**src/identity_rom_access_consts.svh**
```systemverilog
// Constants for the interface version and identity ROM access registers.
// Assumes one 125 MHz clock and a byte-wide EEPROM read engine beside it.
//
// Overview of operation
// - Reserved bits read zero, ignore writes
// - Version bit 24 shows EEPROM detected
// - Present EEPROM autoloads node info after reset
// - Version bits 23:16 hold fixed major code
// - Version bits 7:0 hold fixed minor code
// - Bit 31 zeroes pointer, self-clears after
// - Pointer clear fetches no byte itself
// - Bit 25 starts read of addressed byte
// - Bit 25 self-clears when read completes
// - Fetched byte lands in bits 23:16
// - Option offset field reads zero by default
// - Byte 6 bit 5 set gives 20h
`ifndef IDENT_ROM_CONSTS_SVH
`define IDENT_ROM_CONSTS_SVH

// ****************************************
// Register offsets
// ****************************************
`define VER_REG_OFS       8'h00
`define ROM_REG_OFS       8'h04

// ****************************************
// Field positions
// ****************************************
`define VER_PRESENT_BIT   24
`define ROM_CLEAR_BIT     31
`define ROM_FETCH_BIT     25
`define OPT_FLAG_BIT      5

// ****************************************
// Values
// ****************************************
`define OPT_FLAG_ADDR     8'h06
`define OPT_IMAGE_OFS     8'h20
`define OPT_NONE          8'h00
`define BIB_BYTES_DEF     20
`define SETTLE_CYCLES     2'h3

`endif

```
**src/identity_rom_access_pkg.sv**
```systemverilog
// Types shared by the identity ROM access block.
// Assumes the constants header is included by the design file.
package identity_rom_access_pkg;

  // Control sequencer states
  typedef enum logic [2:0] {
    ST_SETTLE   = 3'b000,
    ST_AUTO_REQ = 3'b001,
    ST_IDLE     = 3'b010,
    ST_SW_REQ   = 3'b011
  } ctl_state_t;

  typedef logic [7:0] byte_t;

endpackage

```
**src/identity_rom_access_regs.sv**
```systemverilog
// Version and identity ROM access registers with byte read sequencer.
// Assumes an EEPROM engine on clk_in that answers each request with one
// ack pulse carrying the byte; the presence strap is an asynchronous pin.
`include "identity_rom_access_consts.svh"
`timescale 1ns/10ps
`default_nettype none

module identity_rom_access_regs #(
  parameter int          AW        = 8,
  parameter int          BIB_BYTES = `BIB_BYTES_DEF,
  parameter logic [7:0]  MAJOR_CODE = 8'h5a, // Arbitrary value
  parameter logic [7:0]  MINOR_CODE = 8'ha5  // Arbitrary value
) (
  // Clock and reset
  input  wire logic              clk_in,
  input  wire logic              arst_n_in,
  // Register port
  input  wire logic [7:0]        addr_in,
  input  wire logic [31:0]       wdata_in,
  input  wire logic              wr_in,
  input  wire logic              rd_in,
  output logic [31:0]            rdata_out,
  // EEPROM engine
  input  wire logic              rom_present_in,
  output logic                   rom_req_out,
  output logic [AW-1:0]          rom_addr_out,
  input  wire logic              rom_ack_in,
  input  wire identity_rom_access_pkg::byte_t rom_data_in,
  // Node information load
  output identity_rom_access_pkg::byte_t    node_info_byte_out,
  output logic [AW-1:0]          node_info_idx_out,
  output logic                   node_info_valid_out,
  output logic                   node_info_done_out
);
  import identity_rom_access_pkg::*;

  // ****************************************
  // Reset release and pin synchronisers
  // ****************************************
  logic rst_meta_r;
  logic rst_n;
  logic pres_meta_r;
  logic pres_sync_r;

  always_ff @(posedge clk_in or negedge arst_n_in) begin
    if (!arst_n_in) begin
      rst_meta_r <= 1'b0;
      rst_n      <= 1'b0;
    end else begin
      rst_meta_r <= 1'b1;
      rst_n      <= rst_meta_r;
    end
  end

  // Strap may change at any time, so it is only read after two flops
  always_ff @(posedge clk_in or negedge rst_n) begin
    if (!rst_n) begin
      pres_meta_r <= 1'b0;
      pres_sync_r <= 1'b0;
    end else begin
      pres_meta_r <= rom_present_in;
      pres_sync_r <= pres_meta_r;
    end
  end

  // ****************************************
  // State
  // ****************************************
  ctl_state_t     state_r;
  ctl_state_t     state_nxt;
  logic [1:0]     settle_r;
  logic [1:0]     settle_nxt;
  logic           present_r;
  logic           present_nxt;
  logic [AW-1:0]  ptr_r;
  logic [AW-1:0]  ptr_nxt;
  logic [AW-1:0]  load_r;
  logic [AW-1:0]  load_nxt;
  logic           clear_r;
  logic           clear_nxt;
  logic           fetch_r;
  logic           fetch_nxt;
  byte_t          fetched_byte_r;
  byte_t          fetched_byte_nxt;
  byte_t          opt_ofs_r;
  byte_t          opt_ofs_nxt;
  logic           req_r;
  logic           req_nxt;
  logic [AW-1:0]  raddr_r;
  logic [AW-1:0]  raddr_nxt;
  byte_t          nib_r;
  byte_t          nib_nxt;
  logic [AW-1:0]  nidx_r;
  logic [AW-1:0]  nidx_nxt;
  logic           nval_r;
  logic           nval_nxt;
  logic           ndone_r;
  logic           ndone_nxt;
  logic [31:0]    rdata_r;
  logic [31:0]    rdata_nxt;

  // ****************************************
  // Register decode
  // ****************************************
  wire logic        ver_sel   = (addr_in == `VER_REG_OFS);
  wire logic        rom_sel   = (addr_in == `ROM_REG_OFS);
  wire logic        rom_wr    = wr_in && rom_sel;
  wire logic        set_clear = rom_wr && wdata_in[`ROM_CLEAR_BIT];
  wire logic        set_fetch = rom_wr && wdata_in[`ROM_FETCH_BIT];
  wire logic        last_load = (load_r == AW'(BIB_BYTES - 1));
  wire logic        opt_hit   = (rom_addr_out == AW'(`OPT_FLAG_ADDR));
  wire byte_t       opt_val   = rom_data_in[`OPT_FLAG_BIT] ? `OPT_IMAGE_OFS
                                                           : `OPT_NONE;

  // Version: zeros around fixed codes and the presence flag
  wire logic [31:0] ver_word  = {7'h00, present_r, MAJOR_CODE,
                                 8'h00, MINOR_CODE};
  // Access: command bits read back as pending, reserved bits zero
  wire logic [31:0] rom_word  = {clear_r, 5'h00, fetch_r, 1'b0,
                                 fetched_byte_r, 8'h00, opt_ofs_r};

  // Unmapped offsets read zero; writes to read-only bits are dropped
  wire logic [31:0] rd_mux    = ver_sel ? ver_word :
                                rom_sel ? rom_word : 32'h0000_0000;

  // ****************************************
  // Sequencer
  // ****************************************
  always_comb begin
    state_nxt        = state_r;
    settle_nxt       = settle_r;
    present_nxt      = pres_sync_r;
    ptr_nxt          = ptr_r;
    load_nxt         = load_r;
    clear_nxt        = clear_r | set_clear;
    fetch_nxt        = fetch_r | set_fetch;
    fetched_byte_nxt = fetched_byte_r;
    opt_ofs_nxt      = opt_ofs_r;
    req_nxt          = req_r;
    raddr_nxt        = raddr_r;
    nib_nxt          = nib_r;
    nidx_nxt         = nidx_r;
    nval_nxt         = 1'b0;
    ndone_nxt        = ndone_r;
    rdata_nxt        = rd_in ? rd_mux : 32'h0000_0000;
    case (state_r)
      // Let the strap synchroniser fill before deciding on autoload
      ST_SETTLE: begin
        settle_nxt = settle_r + 2'h1;
        if (settle_r == `SETTLE_CYCLES) begin
          if (pres_sync_r) begin
            state_nxt = ST_AUTO_REQ;
            req_nxt   = 1'b1;
            raddr_nxt = '0;
          end else begin
            state_nxt = ST_IDLE;
            ndone_nxt = 1'b1;
          end
        end
      end
      ST_AUTO_REQ: begin
        if (rom_ack_in) begin
          nib_nxt  = rom_data_in;
          nidx_nxt = load_r;
          nval_nxt = 1'b1;
          if (opt_hit) begin
            opt_ofs_nxt = opt_val;
          end
          if (last_load) begin
            req_nxt   = 1'b0;
            ndone_nxt = 1'b1;
            state_nxt = ST_IDLE;
          end else begin
            load_nxt  = load_r + AW'(1);
            raddr_nxt = load_r + AW'(1);
          end
        end
      end
      // Commands wait here until any transfer in flight has ended
      ST_IDLE: begin
        if (clear_r) begin
          ptr_nxt   = '0;
          clear_nxt = set_clear;
        end else if (fetch_r) begin
          req_nxt   = 1'b1;
          raddr_nxt = ptr_r;
          state_nxt = ST_SW_REQ;
        end
      end
      ST_SW_REQ: begin
        if (rom_ack_in) begin
          fetched_byte_nxt = rom_data_in;
          if (opt_hit) begin
            opt_ofs_nxt = opt_val;
          end
          ptr_nxt   = ptr_r + AW'(1);
          fetch_nxt = set_fetch;
          req_nxt   = 1'b0;
          state_nxt = ST_IDLE;
        end
      end
      default: begin
        state_nxt = ST_IDLE;
        req_nxt   = 1'b0;
      end
    endcase
  end

  // ****************************************
  // Registers
  // ****************************************
  always_ff @(posedge clk_in or negedge rst_n) begin
    if (!rst_n) begin
      state_r        <= ST_SETTLE;
      settle_r       <= 2'h0;
      present_r      <= 1'b0;
      ptr_r          <= '0;
      load_r         <= '0;
      clear_r        <= 1'b0;
      fetch_r        <= 1'b0;
      fetched_byte_r <= 8'h00;
      opt_ofs_r      <= `OPT_NONE;
    end else begin
      state_r        <= state_nxt;
      settle_r       <= settle_nxt;
      present_r      <= present_nxt;
      ptr_r          <= ptr_nxt;
      load_r         <= load_nxt;
      clear_r        <= clear_nxt;
      fetch_r        <= fetch_nxt;
      fetched_byte_r <= fetched_byte_nxt;
      opt_ofs_r      <= opt_ofs_nxt;
    end
  end

  always_ff @(posedge clk_in or negedge rst_n) begin
    if (!rst_n) begin
      req_r   <= 1'b0;
      raddr_r <= '0;
      nib_r   <= 8'h00;
      nidx_r  <= '0;
      nval_r  <= 1'b0;
      ndone_r <= 1'b0;
      rdata_r <= 32'h0000_0000;
    end else begin
      req_r   <= req_nxt;
      raddr_r <= raddr_nxt;
      nib_r   <= nib_nxt;
      nidx_r  <= nidx_nxt;
      nval_r  <= nval_nxt;
      ndone_r <= ndone_nxt;
      rdata_r <= rdata_nxt;
    end
  end

  // ****************************************
  // Outputs
  // ****************************************
  assign rdata_out           = rdata_r;
  assign rom_req_out         = req_r;
  assign rom_addr_out        = raddr_r;
  assign node_info_byte_out  = nib_r;
  assign node_info_idx_out   = nidx_r;
  assign node_info_valid_out = nval_r;
  assign node_info_done_out  = ndone_r;

endmodule

`default_nettype wire

```
**config.mk**
```make
export PLATFORM = sky130hd
export DESIGN_NAME = identity_rom_access_regs
export DESIGN_NICKNAME = d
export VERILOG_FILES = /design/src/identity_rom_access_pkg.sv /design/src/identity_rom_access_regs.sv
export VERILOG_INCLUDE_DIRS = /design/src
export SDC_FILE = /design/constraint.sdc
export NUM_CORES = 1
export LEC_CHECK = 0
export ABC_AREA = 1
export BUFFER_PORTS_ARGS = -buffer_cell sky130_fd_sc_hd__clkbuf_2
export CAP_MARGIN = 20
export CORE_MARGIN = 4
export CORE_UTILIZATION = 31
export DETAILED_ROUTE_END_ITERATION = 6
export PLACE_DENSITY = 0.49
export SYNTH_ARGS = -nofsm -noshare
export SYNTH_HDL_FRONTEND = slang
export SYNTH_SLANG_ARGS = --single-unit
```
**constraint.sdc**
```tcl
create_clock -name clk_in -period 3.09 [get_ports clk_in]
set_clock_uncertainty 0.2 [all_clocks]
set_input_delay 0.309 -clock clk_in [delete_from_list [all_inputs] [get_ports clk_in]]
set_output_delay 0.309 -clock clk_in [all_outputs]
set_load 0.01 [all_outputs]
```
==> out/summary.txt <==
crit path capture: node_info_done_out
antenna viol nets, final: 0
PortBufs: 65
Layout Utilization: 38.9%
cell type with the largest total area after synthesis: dfrtp_1
Root Driver: clkbuf_16
Startpoint Class: register
Worst EP required: 3.16 ns
CP Buf/Inv Count: 2
CP Cell Sequence: inv_1, ha_1, nand2_1, buf_4, a21oi_1, a31o_2
Slew headroom: 63.1%
Initial Utilization: 32.2%
number of cells on the worst reg-to-reg path: 6
total power: 3.88 mW
Final Instance Area: 4290 um^2
FF-to-FF setup slack: 0.89 ns
most frequent cell after synthesis: nand2_1
worst setup path class: reg2reg
Clock Pin Slew Worst Setup and Hold Paths: 0.06 ns
CTS Buf Count: 9
top cells by area, synth: dfrtp_1, nand2_1, o21ai_0
Final Wtd Congestion: 0.811
fin crit period: 2.20 ns
dpl cells: 593
worst stage delay on the critical path: 0.41 ns
Critical Path Sink Type: register
worst skew pair latency: 0.33 ns
DIE WIDTH: 115 um
Avg Cell Area, Syn: 8.91 um^2
Leak: 2.25 nW
Layout Nets: 527
Post-Synthesis Cells: 399
final hold slack: 0.0168 ns
vias in the first global route: 2,602
Slew @ Worst Pin: 0.553 ns
mapped cell area: 3550 um^2
Syn-to-layout area delta: 20.7%
TritonCTS Sinks: 76
chip height: 115 um
number of synthesized flops with an enable pin: 0
WP data arrival: 2.27 ns
largest net degree at the start of global routing: 57
library cells used by synthesis: 36
share of cells above drive strength 1: 21.4%
Critical Path Source: state_r[1]
Tcrit/Tclk final: 71.3%
CP max stage cell: dfrtp_1
DRC viols: 0
reg2reg end: node_info_done_out
detailed-route via count: 2,714
# rows: 38
Non-Filler Instances: 611
die area: 13,200 um^2
CP delay by family, top: buffers and inverters
ANT cells: 0
top cells by count, synth: nand2_1, dfrtp_1, o21ai_0, inv_1, nor2_1
RSZ-0062 raised after global routing: false
Clock Tree Buf Depth: 2
Setup-failing EPs final: 0
async set or reset register ratio after synthesis: 100%
All-Layer GR Usage: 12.2%
global route overflow: 0
hold crit path type: reg2async
top-area cell type share of the netlist area: 53.5%
worst r2r src: state_r[1]
initial antenna violation count: 0
YS warnings: 0
dpl ws: 0.887 ns
Sum Neg Setup Slack: 0 ns
Area after DPL: 3940 um^2
peak supply drop: 422 uV
Core Region: 11,000 um^2
critical path peak fanout: 22
hpwl dp: 5.82 mm
area of the multi-input gates: 1340 um^2
Crit path depth: 6
First-pass DRT Iterations: 5
first-pass GRT wire length: 13.0 mm
status: complete, no violations
Reg area: 1900 um^2
P per Cell Area: 905 nW/um^2
Pins Over Slew Limit: 0
final worst setup slack: 0.886 ns
I/O pin total: 113
Via density: 4.44
DRT Wirelength: 7.77 mm
CTS tree: yes
#FFs+latches synth: 76
H-tree levels: 3
Max-cap violations: 0
Fill cells: 1,143
post-synthesis sequential area ratio: 53.5%
most used flip-flop cell after synthesis: dfrtp_1
drt first-iter violations: 124
Final Hold Vio Count: 0
WL per Instance: 12.7 um
post-CTS sizing: 0
fmax: 454 MHz
[worst register-to-register path, stage by stage, from the launching register on]
cell	delay (ns)
dfrtp_1	0.41
inv_1	0.09
ha_1	0.41
nand2_1	0.37
buf_4	0.33
a21oi_1	0.17
a31o_2	0.16
[worst min-delay path by stage]
stage	from	endpoint	slack, ns	cells past startpoint
after floorplan	arst_n_in	rst_meta_r	-0.19	0
after detailed placement	arst_n_in	rst_meta_r	-0.10	1
after CTS	rom_data_in[5]	opt_ofs_r[5]	0.01	3
after global placement	arst_n_in	rst_meta_r	-0.11	1
after global routing	rom_data_in[5]	opt_ofs_r[5]	0.01	3
final	rst_n	node_info_idx_out[4]	0.02	0
[power by group]
part | switching [mW] | leakage [nW] | internal, mW
sequential | 0.207 | 0.984 | 1.28
combinational | 0.810 | 1.11 | 0.433
clock | 0.420 | 0.160 | 0.736
total | 1.44 | 2.25 | 2.44
[final cells by class]
cell class                      instances  share of cell area, %
Clock buffer                           10                   5.57
Multi-Input combinational cell        265                   31.1
Tap cell                              140                   4.08
Timing Repair Buffer                   69                   8.69
Inverter                               45                   3.97
Sequential cell                        76                   44.4
Clock inverter                          6                   2.19
[what timing repair did]
item	4_1_cts	5_1_grt
hold buffers	2	0
endpoints found under the hold margin	3	0
setup buffers	0	0
[per-layer routing]
metal  GRT usage, %  routed length, um
met5              0                  0
met4           3.29                 73
met3           3.32                559
met2           18.2               3260
met1           17.6               3870
[registers in the layout, indices dropped and copies added, names as in the netlist]
signal               count
rdata_out               13
fetched_byte_r           8
load_r                   8
node_info_byte_out       8
node_info_idx_out        8
ptr_r                    8
rom_addr_out             8
settle_r                 2
state_r                  2
clear_r                  1
fetch_r                  1
node_info_done_out       1
node_info_valid_out      1
opt_ofs_r                1
pres_meta_r              1
pres_sync_r              1
present_r                1
rom_req_out              1
rst_meta_r               1
rst_n                    1
[kinds of logic (layout without fill, tap and decap cells)]
| group | after synthesis | in the layout | synth area share (%) |
|---|---|---|---|
| buffers and inverters | 74 | 130 | 10.6 |
| xor gates and xnor gates | 5 | 5 | 1.23 |
| and+or+nand+nor | 175 | 175 | 23.1 |
| adders and majority gates | 7 | 7 | 2.46 |
| AOI/OAI and AO/OA | 60 | 60 | 8.91 |
| DFF | 76 | 76 | 53.5 |
| other | 2 | 18 | 0.211 |
[layout by cell type, fill, tap and decap left out, types with 3 or more instances in the layout]
master     count
nand3_1       23
nand2_2        3
ha_1           7
o22ai_1        4
clkbuf_2      65
dfrtp_1       75
conb_1        18
a21oi_1        4
inv_1         42
o21ai_1        5
nand2_1      101
nor3b_1        5
xor2_1         4
nor3_1         3
o21ai_0       43
nand4_1        4
clkbuf_16      9
nor2_1        24
(Power assumes the default switching activity.)
